<file path="src/shared/rtcaw_pkg.sv">
package rtcaw_pkg;

  // ************************************************************
  // register map (byte addresses on the register port)
  // ************************************************************
  localparam int              RTCAW_AW        = 12;
  localparam logic [11:0]     ADDR_REPEAT     = 12'hF46;
  localparam logic [11:0]     ADDR_ALARM_CFG  = 12'hF47;
  localparam logic [11:0]     ADDR_AWIN_LOW   = 12'hF48;
  localparam logic [11:0]     ADDR_AWIN_HIGH  = 12'hF49;
  localparam logic [11:0]     ADDR_TWIN_LOW   = 12'hF4A;
  localparam logic [11:0]     ADDR_TWIN_HIGH  = 12'hF4B;
  localparam logic [11:0]     ADDR_TIME_CFG   = 12'hF4C;

  // ************************************************************
  // field positions and reset values
  // ************************************************************
  localparam int              CFG_ON_BIT      = 7;
  localparam int              CFG_CHIME_BIT   = 6;
  localparam int              CFG_IVL_LSB     = 2;
  localparam int              CFG_PTR_LSB     = 0;
  localparam int              TCFG_UNLOCK_BIT = 5;
  localparam int              TCFG_PTR_LSB    = 0;
  localparam logic [7:0]      REPEAT_RST      = 8'h00;
  localparam logic [7:0]      REPEAT_WRAP     = 8'hFF;
  localparam logic [7:0]      REPEAT_STEP     = 8'h01;
  localparam logic [1:0]      PTR_RST         = 2'h0;
  localparam logic [1:0]      PTR_FLOOR       = 2'h0;
  localparam logic [1:0]      PTR_STEP        = 2'h1;
  localparam logic [7:0]      CLOCK_RST       = 8'h00;
  localparam logic [7:0]      DATE_RST        = 8'h01;
  localparam logic [7:0]      READ_ZERO       = 8'h00;

  // ************************************************************
  // value fields: index, implemented bits
  // ************************************************************
  localparam int              N_TIME          = 7;
  localparam int              N_ALARM         = 6;
  typedef enum logic [2:0] {
    F_SEC   = 3'h0,
    F_MIN   = 3'h1,
    F_HOUR  = 3'h2,
    F_WEEKDAY_DIGIT  = 3'h3,
    F_DAY   = 3'h4,
    F_MONTH = 3'h5,
    F_YEAR  = 3'h6
  } rtcaw_field_t;
  localparam logic [7:0]      MASK_SEC        = 8'h7F;
  localparam logic [7:0]      MASK_MIN        = 8'h7F;
  localparam logic [7:0]      MASK_HOUR       = 8'h3F;
  localparam logic [7:0]      MASK_WEEKDAY_DIGIT       = 8'h07;
  localparam logic [7:0]      MASK_DAY        = 8'h3F;
  localparam logic [7:0]      MASK_MONTH      = 8'h1F;
  localparam logic [7:0]      MASK_YEAR       = 8'hFF;

  // window pointer positions
  localparam logic [1:0]      WP_MIN_SEC      = 2'h0;
  localparam logic [1:0]      WP_WEEKDAY_DIGIT_HOUR    = 2'h1;
  localparam logic [1:0]      WP_MONTH_DAY    = 2'h2;

  // alarm interval codes
  typedef enum logic [3:0] {
    IVL_HALF_SEC = 4'h0,
    IVL_SEC      = 4'h1,
    IVL_TEN_SEC  = 4'h2,
    IVL_MIN      = 4'h3,
    IVL_TEN_MIN  = 4'h4,
    IVL_HOUR     = 4'h5,
    IVL_DAY      = 4'h6,
    IVL_WEEK     = 4'h7,
    IVL_MONTH    = 4'h8,
    IVL_YEAR     = 4'h9
  } rtcaw_ivl_t;

endpackage

</file>
<file path="src/hw/rtcaw_top.sv">
`timescale 1ns/1ns

// Operation
// - after an alarm, drop alarm_on when repeat count is zero and chime off
// - with chime set, repeat count wraps from 00 to FF on the next alarm
// - with chime clear, repeat count holds at zero on later alarms
// - yearly alarm on February 29 fires only when that date occurs
// - alarm pointer steps down on each high window access, stops at zero
// - alarm pointer picks min/sec, weekday/hours, month/day, then nothing
// - repeat count gives the number of further alarms after the first
// - repeat count decrements on every alarm event while it is nonzero
// - year holds two BCD digits, tens high nibble, ones low nibble
// - month holds tens bit 4 and ones bits 3-0, bits 7-5 zero
// - day holds tens bits 5-4 and ones bits 3-0, bits 7-6 zero
// - weekday holds bits 2-0, values 0 to 6, upper bits zero
// - hours holds tens bits 5-4 and ones bits 3-0, bits 7-6 zero
// - minutes holds tens bits 6-4 and ones bits 3-0, bit 7 zero
// - seconds holds tens bits 6-4 and ones bits 3-0, bit 7 zero
// - date, weekday, hours and alarm date writes need the write unlock
// - alarm month and day use the time month and day layouts
// - time pointer steps down on each high window access, stops at zero
// - time pointer picks min/sec, weekday/hours, month/day, reserved/year
// - time window writes are dropped while the write unlock is clear
module rtcaw_top
  import rtcaw_pkg::*;
(
  input  wire logic                sys_clk,
  input  wire logic                rst,
  input  wire logic [RTCAW_AW-1:0] addr,
  input  wire logic [7:0]          wr_data,
  input  wire logic                wr_en,
  input  wire logic                rd_en,
  output logic      [7:0]          rd_data,
  input  wire logic                half_tick,
  input  wire logic                half_phase,
  input  wire logic                engine_wr,
  input  wire logic [2:0]          engine_sel,
  input  wire logic [7:0]          engine_data,
  output logic                     alarm_event,
  output logic                     alarm_on,
  output logic                     value_write_unlock,
  output logic      [1:0]          time_window_pointer
);

  // ************************************************************
  // decode helpers
  // ************************************************************

  // {valid, field} behind a window byte at a pointer position
  function automatic logic [3:0] win_field(input logic       hi,
                                           input logic [1:0] ptr,
                                           input logic       alarm);
    logic [2:0] f;
    logic       ok;
    f  = F_YEAR;
    ok = 1'b1;
    case (ptr)
      WP_MIN_SEC:   f = hi ? F_MIN : F_SEC;
      WP_WEEKDAY_DIGIT_HOUR: f = hi ? F_WEEKDAY_DIGIT : F_HOUR;
      WP_MONTH_DAY: f = hi ? F_MONTH : F_DAY;
      default:      ok = !hi && !alarm;
    endcase
    return {ok, f};
  endfunction

  // implemented bits of each value field; the rest always read zero
  function automatic logic [7:0] field_mask(input logic [2:0] idx);
    logic [7:0] m;
    m = MASK_YEAR;
    case (idx)
      F_SEC:   m = MASK_SEC;
      F_MIN:   m = MASK_MIN;
      F_HOUR:  m = MASK_HOUR;
      F_WEEKDAY_DIGIT:  m = MASK_WEEKDAY_DIGIT;
      F_DAY:   m = MASK_DAY;
      F_MONTH: m = MASK_MONTH;
      default: m = MASK_YEAR;
    endcase
    return m;
  endfunction

  function automatic logic [7:0] field_rst(input logic [2:0] idx);
    return (idx == F_DAY || idx == F_MONTH) ? DATE_RST : CLOCK_RST;
  endfunction

  // ************************************************************
  // state
  // ************************************************************
  logic [7:0]  repeat_reg;
  logic        alarm_on_reg;
  logic        chime_reg;
  rtcaw_ivl_t  ivl_reg;
  logic [1:0]  aptr_reg;
  logic        unlock_reg;
  logic [1:0]  tptr_reg;
  logic [7:0]  tval_reg [0:N_TIME-1];
  logic [7:0]  aval_reg [0:N_ALARM-1];
  logic [7:0]  rd_data_reg;
  logic        alarm_event_reg;

  logic        sel_repeat;
  logic        sel_cfg;
  logic        sel_tcfg;
  logic        sel_awin;
  logic        sel_twin;
  logic        ahi_access;
  logic        thi_access;
  logic [3:0]  aw_fld;
  logic [3:0]  tw_fld;
  logic        t_wr;
  logic        a_wr;
  logic        fire;
  logic        match;
  logic [7:0]  cfg_view;
  logic [7:0]  tcfg_view;

  assign sel_repeat = (addr == ADDR_REPEAT);
  assign sel_cfg    = (addr == ADDR_ALARM_CFG);
  assign sel_tcfg   = (addr == ADDR_TIME_CFG);
  assign sel_awin   = (addr == ADDR_AWIN_LOW) || (addr == ADDR_AWIN_HIGH);
  assign sel_twin   = (addr == ADDR_TWIN_LOW) || (addr == ADDR_TWIN_HIGH);
  assign ahi_access = (wr_en || rd_en) && (addr == ADDR_AWIN_HIGH);
  assign thi_access = (wr_en || rd_en) && (addr == ADDR_TWIN_HIGH);
  assign aw_fld     = win_field(addr == ADDR_AWIN_HIGH, aptr_reg, 1'b1);
  assign tw_fld     = win_field(addr == ADDR_TWIN_HIGH, tptr_reg, 1'b0);

  // every time field is locked behind the unlock bit
  assign t_wr = wr_en && sel_twin && tw_fld[3] && unlock_reg;

  // alarm min/sec stay open; hours and everything above need the unlock
  assign a_wr = wr_en && sel_awin && aw_fld[3] &&
                (unlock_reg || (aw_fld[2:0] < F_HOUR));

  // ************************************************************
  // value storage
  // ************************************************************
  // a software write beats an engine load of the same field so that a
  // freshly set time is never overwritten by a stale carry
  always_ff @(posedge sys_clk) begin
    for (int i = 0; i < N_TIME; i++) begin
      if (rst) begin
        tval_reg[i] <= field_rst(3'(i));
      end else if (t_wr && tw_fld[2:0] == 3'(i)) begin
        tval_reg[i] <= wr_data & field_mask(3'(i));
      end else if (engine_wr && engine_sel == 3'(i)) begin
        tval_reg[i] <= engine_data & field_mask(3'(i));
      end
    end
  end

  always_ff @(posedge sys_clk) begin
    for (int i = 0; i < N_ALARM; i++) begin
      if (rst) begin
        aval_reg[i] <= field_rst(3'(i));
      end else if (a_wr && aw_fld[2:0] == 3'(i)) begin
        aval_reg[i] <= wr_data & field_mask(3'(i));
      end
    end
  end

  // ************************************************************
  // alarm compare
  // ************************************************************
  always_comb begin
    logic sec_eq;
    logic sec_one_eq;
    logic min_eq;
    logic min_one_eq;
    logic hr_eq;
    logic wd_eq;
    logic day_eq;
    logic mon_eq;
    sec_eq     = tval_reg[F_SEC] == aval_reg[F_SEC];
    sec_one_eq = tval_reg[F_SEC][3:0] == aval_reg[F_SEC][3:0];
    min_eq     = tval_reg[F_MIN] == aval_reg[F_MIN];
    min_one_eq = tval_reg[F_MIN][3:0] == aval_reg[F_MIN][3:0];
    hr_eq      = tval_reg[F_HOUR] == aval_reg[F_HOUR];
    wd_eq      = tval_reg[F_WEEKDAY_DIGIT] == aval_reg[F_WEEKDAY_DIGIT];
    day_eq     = tval_reg[F_DAY] == aval_reg[F_DAY];
    mon_eq     = tval_reg[F_MONTH] == aval_reg[F_MONTH];
    case (ivl_reg)
      IVL_HALF_SEC: match = 1'b1;
      IVL_SEC:      match = 1'b1;
      IVL_TEN_SEC:  match = sec_one_eq;
      IVL_MIN:      match = sec_eq;
      IVL_TEN_MIN:  match = sec_eq && min_one_eq;
      IVL_HOUR:     match = sec_eq && min_eq;
      IVL_DAY:      match = sec_eq && min_eq && hr_eq;
      IVL_WEEK:     match = sec_eq && min_eq && hr_eq && wd_eq;
      IVL_MONTH:    match = sec_eq && min_eq && hr_eq && day_eq;
      // a full date compare only hits 02/29 in a leap year
      IVL_YEAR:     match = sec_eq && min_eq && hr_eq && day_eq &&
                            mon_eq;
      // reserved codes never fire rather than doing something odd
      default:      match = 1'b0;
    endcase
  end

  // only the half-second code fires on the mid-second tick
  assign fire = alarm_on_reg && half_tick && match &&
                (ivl_reg == IVL_HALF_SEC || !half_phase);

  always_ff @(posedge sys_clk) begin
    if (rst) begin
      alarm_event_reg <= 1'b0;
    end else begin
      alarm_event_reg <= fire;
    end
  end

  // ************************************************************
  // repeat counter
  // ************************************************************
  // a software write in the same cycle as an alarm wins
  always_ff @(posedge sys_clk) begin
    if (rst) begin
      repeat_reg <= REPEAT_RST;
    end else if (wr_en && sel_repeat) begin
      repeat_reg <= wr_data;
    end else if (fire) begin
      if (repeat_reg != REPEAT_RST) begin
        repeat_reg <= repeat_reg - REPEAT_STEP;
      end else if (chime_reg) begin
        repeat_reg <= REPEAT_WRAP;
      end else begin
        repeat_reg <= REPEAT_RST;
      end
    end
  end

  // ************************************************************
  // alarm configuration
  // ************************************************************
  always_ff @(posedge sys_clk) begin
    if (rst) begin
      alarm_on_reg <= 1'b0;
      chime_reg    <= 1'b0;
      ivl_reg      <= IVL_HALF_SEC;
      aptr_reg     <= PTR_RST;
    end else if (wr_en && sel_cfg) begin
      alarm_on_reg <= wr_data[CFG_ON_BIT];
      chime_reg    <= wr_data[CFG_CHIME_BIT];
      ivl_reg      <= rtcaw_ivl_t'(wr_data[CFG_IVL_LSB +: 4]);
      aptr_reg     <= wr_data[CFG_PTR_LSB +: 2];
    end else begin
      if (fire && repeat_reg == REPEAT_RST && !chime_reg) begin
        alarm_on_reg <= 1'b0;
      end
      if (ahi_access && aptr_reg != PTR_FLOOR) begin
        aptr_reg <= aptr_reg - PTR_STEP;
      end
    end
  end

  // ************************************************************
  // time window configuration
  // ************************************************************
  always_ff @(posedge sys_clk) begin
    if (rst) begin
      unlock_reg <= 1'b0;
      tptr_reg   <= PTR_RST;
    end else if (wr_en && sel_tcfg) begin
      unlock_reg <= wr_data[TCFG_UNLOCK_BIT];
      tptr_reg   <= wr_data[TCFG_PTR_LSB +: 2];
    end else if (thi_access && tptr_reg != PTR_FLOOR) begin
      tptr_reg <= tptr_reg - PTR_STEP;
    end
  end

  // ************************************************************
  // read port
  // ************************************************************
  always_comb begin
    cfg_view                       = READ_ZERO;
    cfg_view[CFG_ON_BIT]           = alarm_on_reg;
    cfg_view[CFG_CHIME_BIT]        = chime_reg;
    cfg_view[CFG_IVL_LSB +: 4]     = ivl_reg;
    cfg_view[CFG_PTR_LSB +: 2]     = aptr_reg;
    tcfg_view                      = READ_ZERO;
    tcfg_view[TCFG_UNLOCK_BIT]     = unlock_reg;
    tcfg_view[TCFG_PTR_LSB +: 2]   = tptr_reg;
  end

  // data stands for exactly the one cycle after the read strobe
  always_ff @(posedge sys_clk) begin
    if (rst || !rd_en) begin
      rd_data_reg <= READ_ZERO;
    end else if (sel_repeat) begin
      rd_data_reg <= repeat_reg;
    end else if (sel_cfg) begin
      rd_data_reg <= cfg_view;
    end else if (sel_tcfg) begin
      rd_data_reg <= tcfg_view;
    end else if (sel_twin && tw_fld[3]) begin
      rd_data_reg <= tval_reg[tw_fld[2:0]];
    end else if (sel_awin && aw_fld[3]) begin
      rd_data_reg <= aval_reg[aw_fld[2:0]];
    end else begin
      rd_data_reg <= READ_ZERO;
    end
  end

  assign rd_data             = rd_data_reg;
  assign alarm_event         = alarm_event_reg;
  assign alarm_on            = alarm_on_reg;
  assign value_write_unlock  = unlock_reg;
  assign time_window_pointer = tptr_reg;

  logic [8*N_TIME-1:0] tval_flat;
  logic [8*N_TIME-1:0] tmask_flat;
  always_comb begin
    for (int i = 0; i < N_TIME; i++) begin
      tval_flat[8*i +: 8]  = tval_reg[i];
      tmask_flat[8*i +: 8] = field_mask(3'(i));
    end
  end
endmodule // rtcaw_top

</file>
<file path="config.mk">
export PLATFORM = sky130hd
export DESIGN_NAME = rtcaw_top
export DESIGN_NICKNAME = d
export VERILOG_FILES = /design/src/shared/rtcaw_pkg.sv /design/src/hw/rtcaw_top.sv
export SDC_FILE = /design/constraint.sdc
export NUM_CORES = 1
export LEC_CHECK = 0
export ABC_AREA = 0
export BUFFER_PORTS_ARGS = -buffer_cell sky130_fd_sc_hd__buf_2
export CORE_AREA = 2 2 122 112
export DETAILED_ROUTE_END_ITERATION = 8
export DIE_AREA = 0 0 124 114
export PLACE_DENSITY = 0.77
export SLEW_MARGIN = 20
export SYNTH_ARGS = -nofsm -noshare
export SYNTH_HDL_FRONTEND = slang
export SYNTH_SLANG_ARGS = --single-unit
</file>
<file path="constraint.sdc">
create_clock -name sys_clk -period 2.87 [get_ports sys_clk]
set_input_delay 0 -clock sys_clk [delete_from_list [all_inputs] [get_ports sys_clk]]
set_output_delay 0 -clock sys_clk [all_outputs]
set_load 0.005 [all_outputs]
</file>
==> impl_metrics.yaml <==
power:
  p_clk_share_pct: 36.8
  p_comb_share_pct: 8.1
  p_int_w: 0.00234
  p_total_w: 0.00314
  p_sw_w: 0.000797
  p_leak_nw: 2.69
  power_per_cell_area_mw_per_mm2: 442
  pwr-share-seq_pct: 55.1
  ir_drop_mv: 0.304
  switching_share_pct: 25.4
placed_design:
  post-place-cells: 865
  globalplace.congestion: 1.04
  post-dp-hpwl_mm: 15.4
  numPortBuffers: 50
  place_ws_ns: 0.0827
  placed_cell_area_mm2: 0.00679
final_layout:
  final_area_mm2: 0.00711
  antenna_cells: 0
  drive_above_1_share_pct: 15.8
  fill_cells: 1138
  area_growth_pct: 13.3
  largest_reg_flops: 42
  nets: 759
  instances_no_fill: 883
setup_path:
  critical_path_class: "reg2reg"
  required_ns: 3.12
  crit_chain: "inv_1 -> ha_1 -> nor3_2 -> nor3_1 -> nand2_1 -> buf_4 -> nand2_1 -> a21oi_1 -> a2111oi_0 -> a211o_1 -> nor2_1"
  slowest_delay_ns: 0.60
  cp_slowest_cell: "a2111oi_0"
  endpoint_kind: "flip-flop"
  crit_top_cell: "nand2_1"
  crit_path_start_kind: "flip-flop"
  critPathArrivalTime_ns: 2.98
  cp_max_fo: 7
route:
  dr.pass1.iters: 5
  topRoutingLayerUsed: "met4"
  wl_met1_mm: 8.46
  vias: 5698
  routed_via_density: 6.45
  drc_errors: 0
  antenna_left: 0
  wirelength_mm: 20.2
  wire_per_inst_um: 22.9
  drtIter0Drc: 733
  dr_wl_met2_mm: 8.97
  wl_met3_mm: 2.23
logic_synthesis:
  avgSynthCellArea_um2: 9.59
  netlist.top_cell.by_area: "edfxtp_1"
  synthFlopType: "edfxtp_1"
  ys_seq_area_share_pct: 45.3
  ys_top_cells_by_area: "edfxtp_1, dfxtp_1, a22o_1"
  synth.most_common_cell: "edfxtp_1"
  synth_common_cells: "edfxtp_1, nand2_1, a21oi_1"
  synth-edff-count: 76
  synth_warnings: 0
  synthesis.instances: 654
  syn_nets: 703
  syn_area_mm2: 0.00627
  netlist.area_leader.share_pct: 36.4
  synthArstFlopShare_pct: 0
  ys_seq_elements: 104
  yosysUniqueCellTypes: 66
global_route:
  overflow: 0
  antenna_found_initial: 0
  grt_pass1_vias: 5255
  grt_max_degree: 32
  gr-usage-all-layers_pct: 30.0
  grt_pass1_wl_mm: 30.5
timing:
  slew_headroom_pct: 47.0
  finClkSkew_ns: 0.00584
  setup_viol: 0
  whs_ns: -0.00279
  rsz0062_at_grt: "no"
  maxSlewViolCount: 0
  finalCritPeriodShare_pct: 95.2
  worstMarginPinSlew_ns: 0.789
  worst_slack_ns: 0.136
  setup_tns_ns: 0
  min_period_ns: 2.73
  max_freq_ghz: 0.366
  final_hold_viol_count: 1
clock_tree:
  htreeDepth: 3
  clock_latency_ns: 0.37
  cts_sinks: 104
  cts-root-buf: "clkbuf_16"
  cts_max_path_buffers: 2
  cts_tree: "done"
  cts_inserted_buffers: 9
  cts.reportedPaths.clkPinSlew_ns: 0.07
floorplan:
  die_x_um: 124
  dieHeight_um: 114
  initial_core_util_pct: 48.2
  core_area_mm2: 0.0130
  boundaryPins: 51
  die_area_mm2: 0.0141
  rows: 40
status:
  status: "complete, but fails checks"
  violations: "negative hold slack"
run:
  drv_cap: 0
min_path:
  hold_path.class: "in2reg"
==> power groups by stage <==
stage / sequential, W / clock [W] / combinational, W
global placement: 0.00176 / 0 / 0.000240
floorplan: 0.00172 / 0 / 0.000142
global route: 0.00173 / 0.00121 / 0.000274
CTS: 0.00173 / 0.00115 / 0.000248
finish: 0.00173 / 0.00116 / 0.000255
detailed placement: 0.00176 / 0 / 0.000246
==> metal layers <==
metal | up-vias | GRT usage, %
met5 | - | 0
met4 | 0 | 11.2
met3 | 54 | 7.80
met2 | 398 | 44.3
met1 | 2686 | 42.3
li1 | 2560 | -
==> cell usage in the layout, fill, tap and decap left out, drive strengths merged, types with 3 or more instances in the layout <==
| cell type | instances |
|---|---|
| dfxtp | 28 |
| o21bai | 5 |
| nand4 | 7 |
| a211oi | 7 |
| nor3 | 17 |
| or2 | 8 |
| edfxtp | 76 |
| mux2i | 13 |
| clkbuf | 9 |
| or3 | 7 |
| inv | 21 |
| xnor2 | 22 |
| nor3b | 9 |
| a22o | 32 |
| nor2 | 46 |
| nand2b | 9 |
| and3 | 8 |
| o221ai | 5 |
| a21o | 3 |
| o22ai | 3 |
| nor2b | 5 |
| o21ai | 21 |
| nor4 | 12 |
| a21oi | 47 |
| ha | 11 |
| nand3b | 3 |
| a2111oi | 3 |
| nand3 | 27 |
| and2 | 29 |
| o31ai | 6 |
| clkinv | 5 |
| a31oi | 13 |
| nand2 | 69 |
| xor2 | 16 |
| buf | 74 |
| a221o | 7 |
| or4 | 3 |
==> kinds of logic after synthesis <==
kind of cell,count (synthesis),share of synthesized area (%)
AO/OA/AOI/OAI,172,19.0
XOR/XNOR,38,5.30
adder cells (fa/ha/maj),11,2.19
buffers and inverters,51,3.17
flip-flops,104,45.3
multiplexers,13,2.07
AND/OR/NAND/NOR,265,22.9
==> through the flow <==
step	utilization [%]	hold WS, ns
CTS	54.4	0.000689
global route	54.6	0.00325
detailed placement	52.2	0.327
finish	54.6	-0.00279
global placement	52.2	0.304
floorplan	-	0.138
==> critical path: cells and delay by family, from the launching register on <==
family                     cells  cell delay [ns]
buffers and inverters          2             0.35
and+or+nand+nor                5             0.69
DFF                            1             0.38
AOI/OAI and AO/OA              3             0.84
adders and majority gates      1             0.36
==> final cells by class <==
type                    count  area (µm²)  share of cell area, %
multi-input cells         499        3250                   45.8
inverters                  20        75.1                   1.06
repair buffers             76         450                   6.34
clock buffers               9         225                   3.17
flip-flops and latches    104        2840                   40.0
clock inverters             7        47.5                  0.669
well taps                 168         210                   2.96
==> worst paths after layout <==
| kind | end | cells after the start | slack [ns] | startpoint |
|---|---|---|---|---|
| worst max-delay path | rd_data[3] | 11 | 0.14 | time_window_pointer[0] |
| worst min-delay path | tval_reg[1][6] | 2 | -0.003 | engine_data[6] |
| worst max register to register | rd_data[3] | 11 | 0.14 | time_window_pointer[0] |
| worst min register to register | chime_reg | 2 | 0.50 | chime_reg |
==> timing repair <==
item                                    in CTS  in global routing
gates resized for setup                      0                  5
setup buffers                                0                  0
endpoints found under the setup margin       0                 23
hold endpoints to repair                     2                  0
hold buffers                                 2                  0
No activity file was read; power rests on OpenSTA's default activity.
